==> src/design/ctfd_pkg.sv <==
package ctfd_pkg;
   // ******************************************
   // Configuration register offsets
   // ******************************************
   localparam logic [10:0] CTFD_OPTION_OFS = 11'h0_200;
   localparam logic [10:0] CTFD_PINREP_OFS = 11'h0_204;
   localparam logic [10:0] CTFD_COPY_OFS = 11'h0_206;
   localparam logic [7:0] CTFD_PINREP_RESET = 8'h0_c;
   localparam logic [7:0] CTFD_COPY_RESET = 8'h0_0;
   localparam logic CTFD_MASK_RESET = 1'b1;
   localparam logic [5:0] CTFD_INDEX_RESET = 6'h0_0;
   localparam int CTFD_CHG_BIT = 5;
   localparam int CTFD_RAW_BIT = 1;
   localparam int CTFD_COPY_BIT = 4;
   localparam logic [5:0] CTFD_PRI_BASE = 6'h1_f;
   localparam logic [5:0] CTFD_PRI_ALT = 6'h3_f;
   localparam logic [7:0] CTFD_DRIVE_ADDR_IDLE = 8'h0_0;
   // ******************************************
   // Task file slot indices
   // ******************************************
   localparam logic [3:0] CTFD_SLOT_DATA = 4'h0;
   localparam logic [3:0] CTFD_SLOT_ERR = 4'h1;
   localparam logic [3:0] CTFD_SLOT_STAT = 4'h7;
   localparam logic [3:0] CTFD_SLOT_EVEN = 4'h8;
   localparam logic [3:0] CTFD_SLOT_ODD = 4'h9;
   localparam logic [3:0] CTFD_SLOT_DERR = 4'hd;
   localparam logic [3:0] CTFD_SLOT_ALT = 4'he;
   localparam logic [3:0] CTFD_SLOT_DADDR = 4'hf;
   typedef enum logic [1:0] {
      CTFD_MAP_MEM = 2'b00,
      CTFD_MAP_CONTIG = 2'b01,
      CTFD_MAP_PRIMARY = 2'b10,
      CTFD_MAP_SECONDARY = 2'b11
   } ctfd_map_type;
endpackage

==> src/design/ctfd_sync.sv <==
`timescale 1ns/1ps
module ctfd_sync #(
   parameter int WIDTH = 1
) (
   input wire logic core_clk,
   input wire logic rstn,
   input wire logic [WIDTH-1:0] async_in,
   output logic [WIDTH-1:0] sync_out
);
   logic [WIDTH-1:0] stage1;
   // ******************************************
   // Two flop synchroniser
   // ******************************************
   // First stage feeds only the second stage
   always_ff @(posedge core_clk) begin
      if (!rstn) begin
         stage1 <= '0;
         sync_out <= '0;
      end else begin
         stage1 <= async_in;
         sync_out <= stage1;
      end
   end
endmodule

==> src/design/ctfd_taskfile.sv <==
`timescale 1ns/1ps
module ctfd_taskfile (
   input wire logic core_clk,
   input wire logic rstn,
   input wire logic wr_en,
   input wire logic [2:0] wr_slot,
   input wire logic [7:0] wr_data,
   input wire logic [2:0] rd_slot,
   output logic [7:0] rd_data
);
   logic [7:0] mem [0:7];
   // ******************************************
   // Eight byte task file store
   // ******************************************
   // Write port
   always_ff @(posedge core_clk) begin
      if (wr_en) begin
         mem[wr_slot] <= wr_data;
      end
   end
   // Registered read port
   always_ff @(posedge core_clk) begin
      if (!rstn) begin
         rd_data <= 8'h00;
      end else begin
         rd_data <= mem[rd_slot];
      end
   end
endmodule

==> src/design/ctfd_top.sv <==
`timescale 1ns/1ps
module ctfd_top
   import ctfd_pkg::*;
(
   input wire logic core_clk,
   input wire logic rstn,
   input wire logic reg_n,
   input wire logic [10:0] addr,
   input wire logic [15:0] wdata,
   input wire logic oe_n,
   input wire logic we_n,
   input wire logic iord_n,
   input wire logic iowr_n,
   input wire logic fixed_disk_mode,
   input wire logic ready_pin,
   input wire logic [7:0] status_in,
   input wire logic [7:0] error_in,
   output logic [15:0] rdata,
   output logic rdata_valid,
   output logic [15:0] data_word,
   output logic data_word_strobe,
   output logic [7:0] feature_out,
   output logic [7:0] command_out,
   output logic command_strobe,
   output logic [7:0] device_control_out,
   output logic [5:0] map_index,
   output logic copy_number
);
   // ******************************************
   // Input synchronisers
   // ******************************************
   logic [10:0] addr_s;
   logic [15:0] wdata_s;
   logic [6:0] ctl_s;
   logic [6:0] ctl_raw;
   logic reg_s, oe_s, we_s, iord_s, iowr_s, fdm_s, rdy_s;
   assign ctl_raw = {reg_n, oe_n, we_n, iord_n, iowr_n,
                     fixed_disk_mode, ready_pin};
   ctfd_sync #(.WIDTH(11)) sync_addr (
      .core_clk(core_clk),
      .rstn(rstn),
      .async_in(addr),
      .sync_out(addr_s)
   );
   ctfd_sync #(.WIDTH(16)) sync_data (
      .core_clk(core_clk),
      .rstn(rstn),
      .async_in(wdata),
      .sync_out(wdata_s)
   );
   ctfd_sync #(.WIDTH(7)) sync_ctl (
      .core_clk(core_clk),
      .rstn(rstn),
      .async_in(ctl_raw),
      .sync_out(ctl_s)
   );
   assign {reg_s, oe_s, we_s, iord_s, iowr_s, fdm_s, rdy_s} = ctl_s;

   // ******************************************
   // Strobe edge detection
   // ******************************************
   logic oe_d, we_d, iord_d, iowr_d;
   logic rd_mem, wr_mem, rd_io, wr_io;
   // Delayed strobes; reset low like the synchroniser, so no false edge
   always_ff @(posedge core_clk) begin
      if (!rstn) begin
         oe_d <= 1'b0;
         we_d <= 1'b0;
         iord_d <= 1'b0;
         iowr_d <= 1'b0;
      end else begin
         oe_d <= oe_s;
         we_d <= we_s;
         iord_d <= iord_s;
         iowr_d <= iowr_s;
      end
   end
   assign rd_mem = oe_d & ~oe_s;
   assign wr_mem = we_d & ~we_s;
   assign rd_io = iord_d & ~iord_s;
   assign wr_io = iowr_d & ~iowr_s;

   // ******************************************
   // Configuration registers
   // ******************************************
   logic [5:0] index_q;
   logic copy_q;
   logic chg_q;
   logic mask_q;
   logic rdy_d;
   logic cfg_ok;
   logic cfg_wr, cfg_rd;
   // Attribute space usable only outside fixed-disk mode
   assign cfg_ok = ~reg_s & ~fdm_s;
   assign cfg_wr = cfg_ok & wr_mem;
   assign cfg_rd = cfg_ok & rd_mem;

   // Mapping index, reset to memory mapped
   always_ff @(posedge core_clk) begin
      if (!rstn) begin
         index_q <= CTFD_INDEX_RESET;
      end else if (cfg_wr && addr_s == CTFD_OPTION_OFS) begin
         index_q <= wdata_s[5:0];
      end
   end

   // Copy number field, other bits read zero
   always_ff @(posedge core_clk) begin
      if (!rstn) begin
         copy_q <= CTFD_COPY_RESET[CTFD_COPY_BIT];
      end else if (cfg_wr && addr_s == CTFD_COPY_OFS) begin
         copy_q <= wdata_s[CTFD_COPY_BIT];
      end
   end

   // Ready pin history for change detection
   always_ff @(posedge core_clk) begin
      if (!rstn) begin
         rdy_d <= 1'b0;
      end else begin
         rdy_d <= rdy_s;
      end
   end

   // Ready mask written through the raw bit position
   always_ff @(posedge core_clk) begin
      if (!rstn) begin
         mask_q <= CTFD_MASK_RESET;
      end else if (cfg_wr && addr_s == CTFD_PINREP_OFS) begin
         mask_q <= wdata_s[CTFD_RAW_BIT];
      end
   end

   // Sticky change flag; a change beats a host write
   always_ff @(posedge core_clk) begin
      if (!rstn) begin
         chg_q <= CTFD_PINREP_RESET[CTFD_CHG_BIT];
      end else if ((rdy_s != rdy_d) && mask_q) begin
         chg_q <= 1'b1;
      end else if (cfg_wr && addr_s == CTFD_PINREP_OFS) begin
         chg_q <= wdata_s[CTFD_CHG_BIT];
      end
   end

   // ******************************************
   // Task file address decode
   // ******************************************
   logic tf_hit;
   logic [3:0] slot;
   logic tf_rd, tf_wr;
   // Decode per mapping mode
   always_comb begin
      tf_hit = 1'b0;
      slot = 4'h0;
      tf_rd = 1'b0;
      tf_wr = 1'b0;
      case (ctfd_map_type'(index_q[1:0]))
         CTFD_MAP_MEM: begin
            tf_hit = reg_s & (index_q[5:2] == 4'h0);
            tf_rd = rd_mem;
            tf_wr = wr_mem;
            if (addr_s[10]) begin
               slot = addr_s[0] ? CTFD_SLOT_ODD : CTFD_SLOT_EVEN;
            end else begin
               tf_hit = tf_hit & (addr_s[9:4] == 6'h00);
               slot = addr_s[3:0];
            end
         end
         CTFD_MAP_CONTIG: begin
            tf_hit = ~reg_s & (index_q[5:2] == 4'h0);
            slot = addr_s[3:0];
            tf_rd = rd_io;
            tf_wr = wr_io;
         end
         CTFD_MAP_PRIMARY: begin
            tf_rd = rd_io;
            tf_wr = wr_io;
            if (addr_s[9:4] == CTFD_PRI_BASE && !addr_s[3]) begin
               tf_hit = ~reg_s & (index_q[5:2] == 4'h0);
               slot = {1'b0, addr_s[2:0]};
            end else if (addr_s[9:4] == CTFD_PRI_ALT &&
                         addr_s[3:1] == 3'b011) begin
               tf_hit = ~reg_s & (index_q[5:2] == 4'h0);
               slot = {3'b111, addr_s[0]};
            end
         end
         default: begin
            tf_hit = 1'b0; // secondary map not carried
         end
      endcase
   end

   // ******************************************
   // Task file storage and side registers
   // ******************************************
   logic st_wr;
   logic [2:0] st_slot;
   logic [7:0] st_rd;
   logic [7:0] odd_byte;
   logic odd_wr;
   // Byte slots 2..6 and even data byte share the store
   assign st_slot = (slot == CTFD_SLOT_EVEN) ? 3'd0 : slot[2:0];
   assign st_wr = tf_hit & tf_wr & ((slot[3] == 1'b0 &&
                  slot != CTFD_SLOT_ERR && slot != CTFD_SLOT_STAT) ||
                  slot == CTFD_SLOT_EVEN);
   assign odd_wr = tf_hit & tf_wr & (slot == CTFD_SLOT_ODD);

   ctfd_taskfile u_store (
      .core_clk(core_clk),
      .rstn(rstn),
      .wr_en(st_wr),
      .wr_slot(st_slot),
      .wr_data(wdata_s[7:0]),
      .rd_slot(st_slot),
      .rd_data(st_rd)
   );

   // Odd data byte, upper half of word at slot 0
   always_ff @(posedge core_clk) begin
      if (!rstn) begin
         odd_byte <= 8'h00;
      end else if (odd_wr) begin
         odd_byte <= wdata_s[7:0];
      end else if (tf_hit && tf_wr && slot == CTFD_SLOT_DATA) begin
         odd_byte <= wdata_s[15:8];
      end
   end

   // Word strobe on data port write
   always_ff @(posedge core_clk) begin
      if (!rstn) begin
         data_word <= 16'h0000;
         data_word_strobe <= 1'b0;
      end else begin
         data_word_strobe <= tf_hit & tf_wr &
                             (slot == CTFD_SLOT_DATA);
         if (tf_hit && tf_wr && slot == CTFD_SLOT_DATA) begin
            data_word <= wdata_s;
         end
      end
   end

   // Write-only halves of paired locations
   always_ff @(posedge core_clk) begin
      if (!rstn) begin
         feature_out <= 8'h00;
         command_out <= 8'h00;
         command_strobe <= 1'b0;
         device_control_out <= 8'h00;
      end else begin
         command_strobe <= tf_hit & tf_wr & (slot == CTFD_SLOT_STAT);
         if (tf_hit && tf_wr && (slot == CTFD_SLOT_ERR ||
             slot == CTFD_SLOT_DERR)) begin
            feature_out <= wdata_s[7:0];
         end
         if (tf_hit && tf_wr && slot == CTFD_SLOT_STAT) begin
            command_out <= wdata_s[7:0];
         end
         if (tf_hit && tf_wr && slot == CTFD_SLOT_ALT) begin
            device_control_out <= wdata_s[7:0];
         end
         // Reserved drive address location: no write effect
      end
   end

   // ******************************************
   // Read data path
   // ******************************************
   logic rd_pend;
   logic [3:0] rd_slot_q;
   logic [10:0] rd_addr_q;
   logic rd_cfg_q;
   logic [15:0] next_rdata;
   // Capture read request; store data lands next cycle
   always_ff @(posedge core_clk) begin
      if (!rstn) begin
         rd_pend <= 1'b0;
         rd_slot_q <= 4'h0;
         rd_addr_q <= 11'h000;
         rd_cfg_q <= 1'b0;
      end else begin
         rd_pend <= (tf_hit & tf_rd) | cfg_rd;
         rd_slot_q <= slot;
         rd_addr_q <= addr_s;
         rd_cfg_q <= cfg_rd;
      end
   end

   // Select read source
   always_comb begin
      next_rdata = 16'h0000;
      if (rd_cfg_q) begin
         case (rd_addr_q)
            CTFD_OPTION_OFS: next_rdata = {10'h000, index_q};
            CTFD_PINREP_OFS: begin
               next_rdata = {8'h00, CTFD_PINREP_RESET};
               next_rdata[CTFD_CHG_BIT] = chg_q;
               next_rdata[CTFD_RAW_BIT] = rdy_s;
            end
            CTFD_COPY_OFS: next_rdata[CTFD_COPY_BIT] = copy_q;
            default: next_rdata = 16'h0000;
         endcase
      end else begin
         case (rd_slot_q)
            CTFD_SLOT_DATA: next_rdata = {odd_byte, st_rd};
            CTFD_SLOT_ERR, CTFD_SLOT_DERR:
               next_rdata = {8'h00, error_in};
            CTFD_SLOT_STAT, CTFD_SLOT_ALT:
               next_rdata = {8'h00, status_in};
            CTFD_SLOT_ODD: next_rdata = {8'h00, odd_byte};
            CTFD_SLOT_DADDR:
               next_rdata = {8'h00, CTFD_DRIVE_ADDR_IDLE};
            default: next_rdata = {8'h00, st_rd};
         endcase
      end
   end

   // Registered read answer
   always_ff @(posedge core_clk) begin
      if (!rstn) begin
         rdata <= 16'h0000;
         rdata_valid <= 1'b0;
      end else begin
         rdata_valid <= rd_pend;
         if (rd_pend) begin
            rdata <= next_rdata;
         end
      end
   end

   // Configuration outputs
   always_ff @(posedge core_clk) begin
      if (!rstn) begin
         map_index <= CTFD_INDEX_RESET;
         copy_number <= 1'b0;
      end else begin
         map_index <= index_q;
         copy_number <= copy_q;
      end
   end

   // ******************************************
   // Assertions
   // ******************************************
   chg_set_a: assert property (@(posedge core_clk) disable iff (!rstn)
      (rdy_s != rdy_d) && mask_q |=> chg_q)
      else $error("ready change did not set flag");
   chg_write_a: assert property (@(posedge core_clk) disable iff (!rstn)
      cfg_wr && addr_s == CTFD_PINREP_OFS && rdy_s == rdy_d |=>
      chg_q == $past(wdata_s[CTFD_CHG_BIT]))
      else $error("flag write not taken");
   raw_read_a: assert property (@(posedge core_clk) disable iff (!rstn)
      rd_cfg_q && rd_addr_q == CTFD_PINREP_OFS |=>
      rdata[CTFD_RAW_BIT] == $past(rdy_s))
      else $error("raw ready read wrong");
   mask_hold_a: assert property (@(posedge core_clk) disable iff (!rstn)
      !mask_q && !chg_q && !cfg_wr |=> !chg_q)
      else $error("masked flag got set");
   copy_read_a: assert property (@(posedge core_clk) disable iff (!rstn)
      rd_cfg_q && rd_addr_q == CTFD_COPY_OFS |=>
      rdata == {11'h000, copy_q, 4'h0})
      else $error("copy register read wrong");
   fixed_disk_a: assert property (@(posedge core_clk)
      disable iff (!rstn)
      fdm_s |=> $stable(copy_q) && $stable(index_q) && $stable(mask_q))
      else $error("config changed in fixed disk");
   cmd_split_a: assert property (@(posedge core_clk) disable iff (!rstn)
      tf_hit && tf_wr && slot == CTFD_SLOT_STAT |=>
      command_strobe ##1 !command_strobe)
      else $error("command strobe wrong");
   index_reset_a: assert property (@(posedge core_clk)
      !rstn |=> index_q == CTFD_INDEX_RESET)
      else $error("index not reset");
   read_lat_a: assert property (@(posedge core_clk) disable iff (!rstn)
      tf_hit && tf_rd |-> ##2 rdata_valid)
      else $error("read answer late");
   cov_cfg_c: cover property (@(posedge core_clk) cfg_wr);
   cov_mem_c: cover property (@(posedge core_clk) tf_hit && wr_mem);
   cov_io_c: cover property (@(posedge core_clk) tf_hit && rd_io);
   cov_chg_c: cover property (@(posedge core_clk) !chg_q ##1 chg_q);
endmodule

==> config.mk <==
export PLATFORM = sky130hd
export DESIGN_NAME = ctfd_top
export DESIGN_NICKNAME = d
export VERILOG_FILES = /design/src/design/ctfd_pkg.sv /design/src/design/ctfd_sync.sv /design/src/design/ctfd_taskfile.sv /design/src/design/ctfd_top.sv
export SDC_FILE = /design/constraint.sdc
export NUM_CORES = 1
export LEC_CHECK = 0
export BUFFER_PORTS_ARGS = -buffer_cell sky130_fd_sc_hd__buf_2
export CORE_MARGIN = 4
export CORE_UTILIZATION = 61
export DETAILED_ROUTE_END_ITERATION = 8
export PLACE_DENSITY = 0.84
export SLEW_MARGIN = 0
export SYNTH_ARGS = -nofsm -noshare
export SYNTH_HDL_FRONTEND = slang
export SYNTH_SLANG_ARGS = --single-unit
==> constraint.sdc <==
create_clock -name core_clk -period 5.7 [get_ports core_clk]
set_input_delay 0.57 -clock core_clk [delete_from_list [all_inputs] [get_ports core_clk]]
set_output_delay 0.57 -clock core_clk [all_outputs]
set_load 0.005 [all_outputs]
; ---- Word level (Yosys, flattened, before mapping)
; Memories as Yosys holds them, arrays and structs flattened. A register that Yosys moved wholly into a read port is not among the register bits.
; Cells that the tools add are included.
[totals]
in_bits = 52
ramBits = 64
memories = 1
elab_cells = 131
register_bits = 173
output_inout_bits = 66
[mem_list]
columns = memory, words, word_bits, rd, rd_clocked_by_memory_dff, wr, line_no
row1 = u_store.mem, 8, 8, 1, 1, 1, ctfd_taskfile.sv:11  ; logic [7:0] mem [0:7];
[op_classes]
muxes = 23
reduce_logical = 27
n_eq_ne = 26
bitwise_logic = 24
[ops]
columns = op, n
row1 = 16-bit one-hot mux with 5 select lines, 1
row2 = 11-bit by 10-bit == test with 1-bit output (second input constant), 6
row3 = 4-bit == test (second input constant), 8
row4 = 1-bit bitwise AND, 16
row5 = 16-bit two-way mux, 1
row6 = 8-bit two-way mux, 2
row7 = 1-bit logical AND, 13
row8 = 4-bit zero test, 3
row9 = 4-bit two-way mux, 3
row10 = 4-bit one-hot mux with 3 select lines, 1
row11 = 4-bit by 1-bit == test with 1-bit output (second input constant), 2
row12 = 4-bit by 3-bit == test with 1-bit output (second input constant), 2
row13 = 1-bit two-way mux, 8
row14 = 1-bit one-hot mux with 2 select lines, 4
row15 = 4-bit one-hot mux with 2 select lines, 1
row16 = 1-bit inverter, 7
row17 = 6-bit by 5-bit == test with 1-bit output (second input constant), 1
row18 = 6-bit == test (second input constant), 1
row19 = 6-bit zero test, 1
row20 = 2-bit OR reduction, 3
row21 = 4-bit by 1-bit != test with 1-bit output (second input constant), 1
row22 = 4-bit by 3-bit != test with 1-bit output (second input constant), 1
row23 = 2-bit nonzero test, 2
row24 = 3-bit by 2-bit == test with 1-bit output (second input constant), 1
row25 = 9 further kinds, 11

; ---- Longest topological paths before layout
[logic_depth]
depth_word = 12
depth_mapped = 11
depth_no_buf = 8

; ---- By module
; A second synthesis with hierarchy kept.
[hier_totals]
cells_unflattened = 760
area_unflattened_um2 = 9038.7
[by_module_without_submodules]
columns = mod, area_each_um2, cells_each, seq_area_each_um2, instances
row1 = ctfd_top, 4438.0, 483, 2102.0, 1
row2 = ctfd_taskfile, 2692.6, 135, 2082.0, 1
row3 = ctfd_sync at sync_data, 895.9, 67, 640.6, 1
row4 = ctfd_sync at sync_addr, 620.6, 46, 440.4, 1
row5 = ctfd_sync at sync_ctl, 391.6, 29, 280.3, 1

; ---- Worst setup path after synthesis
; No wires, ideal clock.
[synth_path]
kind = register -> register
from = register index_q[1]
to = memory u_store.mem[2][0], enable pin
path_buffers = 1
arrival_time_ps = 3163
required_ps = 5281
stages_incl_launch_ff = 9
setup_slack_ps = 2117
setup_ps = 419
period_less_slack_ps = 3583
cell_sequence = dfxtp_1 > inv_1 > ha_1 > buf_6 > nor2_1 > nor2_1 > o21bai_1 > nand3_1 > a2111oi_0
[synth_via]
elab_chain_len = 9
word_cells_on_any_way = 19
classes_between = eq/ne (5) / mux (6) / bitwise (3) / reduce/logical (5)
[synth_rtl]
columns = element, line_no
row1 = from (decl), ctfd_top.sv:86  ; logic [5:0] index_q;
row2 = from (signal assigned), ctfd_top.sv:103  ; index_q <= wdata_s[5:0];
row3 = "2-bit == test, or another cell as far along", ctfd_top.sv:157  ; case (ctfd_map_type'(index_q[1:0]))
row4 = 4-bit one-hot mux with 3 select lines, ctfd_top.sv:157
row5 = 4-bit by 1-bit != test with 1-bit output / 1-bit inverter (equally long branches), "ctfd_top.sv:204, ctfd_top.sv:203"
row6 = 1-bit logical AND, ctfd_top.sv:203  ; assign st_wr = tf_hit & tf_wr & ((slot[3] == 1'b0 &&
row7 = 1-bit logical AND, ctfd_top.sv:204  ; slot != CTFD_SLOT_ERR && slot != CTFD_SLOT_STAT) ||
row8 = 1-bit logical OR, ctfd_top.sv:204
row9 = 1-bit bitwise AND, ctfd_top.sv:203
row10 = 1-bit two-way mux, ctfd_taskfile.sv:17  ; if (wr_en) begin
row11 = 1-bit two-way mux (not written as such), ctfd_taskfile.sv:18  ; mem[wr_slot] <= wr_data;
row12 = to (decl), ctfd_taskfile.sv:11
; Several ways; a longest one is shown, not always the timed one.

; ---- Worst setup path after layout
[layout_path]
from = register index_q[1]
to = register odd_byte[2]
[layout_via]
elab_chain_len = 6
word_cells_on_any_way = 15
classes_between = eq/ne (3) / mux (4) / bitwise (2) / reduce/logical (6)
[layout_rtl]
columns = element, line_no
row1 = 2-bit == test / 2-bit by 1-bit == test with 1-bit output (equally long branches), ctfd_top.sv:157
row2 = 2-bit OR reduction (no source line), --
row3 = 1-bit one-hot mux with 2 select lines, ctfd_top.sv:157
row4 = 1-bit bitwise AND / 1-bit logical AND (equally long branches) (2 in series), "ctfd_top.sv:206, ctfd_top.sv:224"
row5 = 8-bit two-way mux / 2-bit nonzero test (equally long branches), --
row6 = to (signal assigned), ctfd_top.sv:223  ; odd_byte <= wdata_s[7:0];
row7 = to (signal assigned), ctfd_top.sv:225  ; odd_byte <= wdata_s[15:8];
row8 = to (decl), ctfd_top.sv:199  ; logic [7:0] odd_byte;
; Several ways; a longest one is shown, not always the timed one.
; A chain may end at the register's enable or synchronous reset.

==> flow_summary.yaml <==
outcome:
  run_status: "completed"
global_route:
  antenna_found_initial: 0
  grt_max_degree: 107
  gr-usage-all-layers_pct: 23.1
  globalRouteOverflowTotal: 0
  vias_in_the_first_global_route: 6151
  grt_first_pass_wirelength_mm: 30.9
floorplanning:
  die_height_um: 129
  die-area_sq_um: 16600
  top_level_ports: 118
  start_util_pct: 63.3
  std_cell_rows: 43
  fp.coreArea_sq_um: 14100
  dieWidth_um: 129
cts:
  number_of_sinks_driven_by_the_clock_tree: 245
  clock_tree.root_cell: "clkbuf_16"
  clk_pin_slew_worst_paths_ns: 0.06
  numCtsBuffers: 23
  cts-htree-levels: 1
  tritoncts: "built"
  cts-root-to-sink-buffers: 3
  cts.hold.buffers_added: 0
  post_cts_resize_count: 0
  clk_latency_ns: 0.50
  cts_setup_buffers: 0
logic_synthesis:
  synth-main-ff-cell: "dfxtp_1"
  yosys_register_bits: 245
  synthXorXnorAreaFrac_pct: 0.196
  synthesis.yosys.warnings: 0
  synth_area_sq_um: 8930
  yosys.area.top_type: "dfxtp_1"
  ys_top_cells_by_count: "dfxtp_1 (181), and2_1 (86), edfxtp_1 (64)"
  synthArstFlopShare_pct: 0
  synth.mux.area_fraction_pct: 3.81
  synth_largest_type_area_fraction_pct: 40.6
  yosys.cell_count.top_type: "dfxtp_1"
  synth_compound_area_share_pct: 11.3
  synthCells: 773
  seq_total_area_yosys_pct: 62.1
  synth_enable_flop_cells: 64
  synth_top_cells_by_area: "dfxtp_1 (41%), edfxtp_1 (22%), and2_1 (6.0%)"
  synthesis.area_per_instance_sq_um: 11.6
  arithmetic_cell_share_of_the_synthesized_area_counting_full_adders_half_adders_and_majority_gates_pct: 0.560
  synth_top_family_by_area: "simple AND/OR/NAND/NOR gates"
  yosysUniqueCellTypes: 71
  synth-simple-area-share_pct: 19.0
sta:
  worstMarginPinSlew_ns: 1.26
  fmax_mhz: 283
  setup_total_negative_slack_ns: 0
  fin_ws_ns: 2.16
  finalMaxSlewViolations: 0
  rsz0062_at_grt: "no"
  final_period_minus_worst_setup_slack_ns: 3.54
  final_count_of_negative_setup_slack_endpoints: 0
  report.final.hold_viol_count: 0
  worst_slew_margin_rel_pct: 15.0
  min_period_over_period_pct: 62.0
  worst_clock_skew_ns: 0.0104
setup_path:
  worst_ep_arrival_time_ns: 3.89
  critical_path_peak_fanout: 24
  crit_end: "odd_byte[2]$_SDFFE_PN0P_"
  setup.worst_path.start_class: "flop"
  critical_path.endpoint_type: "flop"
  crit-reg2reg-capture: "odd_byte[2]$_SDFFE_PN0P_"
  timing.critical_path.required_ns: 6.05
  reg2reg_from: "index_q[1]$_SDFFE_PN0P_"
  launch_point_of_the_critical_path: "index_q[1]$_SDFFE_PN0P_"
  reg2reg_depth: 8
  reg2reg_slack_ns: 2.16
  criticalPathCategory: "reg -> reg"
route:
  drc: 0
  drt_pass1_iterations: 5
  routed_via_density: 5.83
  ant_nets: 0
  detailroute.via_count: 6330
  wl_mm: 19.8
  routedWlPerCell_um: 18.2
  drt_first_iter_violations: 692
pwr:
  pwr_density_cell_nw_per_um2: 331
  cellLeakagePower_nw: 4.04
  vdd.ir_drop.worst_mv: 0.288
cells_and_area:
  area_delta_synth_final_pct: 15.5
  share_of_cells_above_drive_strength_1_pct: 20.1
  antennaDiodeCount: 0
  layout.nets: 946
  fillerInstances: 944
placement:
  numPortBuffers: 117
  global_placer_s_final_weighted_congestion: 0.941
  place_ws_ns: 2.25
  dp_hpwl_mm: 13.2
job:
  max_cap_violations: 0
hold_path:
  worstHoldPathType: "in -> reg"
[layout by cell type (no fill, tap or decap), types with 4 or more instances in the layout]
cell	count
dfxtp_1	181
buf_2	117
and2_1	86
edfxtp_1	64
nand2_1	60
nor2_1	50
a21oi_1	38
mux2i_1	34
nand3_1	25
clkbuf_16	23
a221o_1	19
a221oi_1	16
conb_1	16
o21ai_0	15
nor3_1	13
nand2b_1	12
nor2b_1	12
o21ai_1	10
a31oi_1	9
clkbuf_1	9
clkbuf_8	8
inv_1	5
buf_4	5
nand4_1	4
ha_1	4
[per-layer routing]
metal | share of wire, % | track usage, % | wire [um]
met1 | 40 | 29.6 | 7970
met2 | 49 | 39.9 | 9720
met3 | 8.5 | 5.06 | 1690
met4 | 2.0 | 6.11 | 398
met5 | 0 | 0 | 0
[per-stage QoR]
| step | cell area (sq um) | power, mW | std cells | hold WS [ns] | utilization [%] |
|---|---|---|---|---|---|
| detailed placement | 9590 | 2.01 | 1045 | 0.417 | 68.0 |
| CTS | 10300 | 3.44 | 1086 | 0.269 | 73.2 |
| global placement | 9590 | 2.00 | 1045 | 0.414 | 68.0 |
| finish | 10300 | 3.41 | 1086 | 0.281 | 73.2 |
| floorplan | 8990 | 1.96 | 788 | 0.410 | - |
| global route | 10300 | 3.53 | 1086 | 0.266 | 73.2 |
[sequential cells by signal, summed over array words and instances (netlist names), 8 cells and up]
name	count
odd_byte	8
sync_data.stage1	16
rdata	16
feature_out	8
command_out	8
sync_addr.stage1	11
data_word	16
u_store.mem	64
sync_addr.sync_out	11
sync_data.sync_out	16
rd_addr_q	11
u_store.rd_data	8
device_control_out	8
[final cells by class]
class / count / area [sq um] / area share [%]
multi-input cells: 492 / 3170 / 30.8
repair buffers: 122 / 623 / 6.04
clock buffers: 41 / 724 / 7.02
flip-flops and latches: 245 / 5550 / 53.8
well taps: 180 / 225 / 2.18
inverters: 6 / 22.5 / 0.218
[logic make-up after synthesis]
| kind of cell | count (synthesis) |
|---|---|
| flip-flops | 245 |
| buffers and inverters | 51 |
| AO/OA/AOI/OAI | 135 |
| AND/OR/NAND/NOR | 301 |
| other | 1 |
| XOR/XNOR | 2 |
| multiplexers | 34 |
| adder cells (fa/ha/maj) | 4 |
[worst min-delay path by stage]
stage,startpoint,to,slack (ns),depth (start not counted)
6_report,fixed_disk_mode,sync_ctl.stage1[1]$_SDFF_PN0_,0.28,2
5_1_grt,oe_n,sync_ctl.stage1[5]$_SDFF_PN0_,0.27,2
4_1_cts,fixed_disk_mode,sync_ctl.stage1[1]$_SDFF_PN0_,0.27,2
3_5_place_dp,sync_addr.stage1[4]$_SDFF_PN0_,sync_addr.sync_out[4]$_SDFF_PN0_,0.42,1
3_3_place_gp,sync_ctl.stage1[5]$_SDFF_PN0_,sync_ctl.sync_out[5]$_SDFF_PN0_,0.41,1
2_1_floorplan,sync_ctl.sync_out[1]$_SDFF_PN0_,rd_cfg_q$_SDFF_PN0_,0.41,1
[power breakdown]
group | total, mW | internal (mW) | switching (mW)
Clock | 1.44 | 0.853 | 0.587
Combinational | 0.120 | 0.0525 | 0.0678
Sequential | 1.85 | 1.82 | 0.0330
[critical path: stages (launching register included)]
cell and delay [ns]:
dfxtp_1 0.42, inv_1 0.13, ha_1 0.31, or2_2 0.34, o211ai_1 0.27, a211o_1 0.55, nand4_1 0.88, nand3_1 0.36
a31oi_1 0.12
Note: power is estimated with default switching activity, not from simulation.
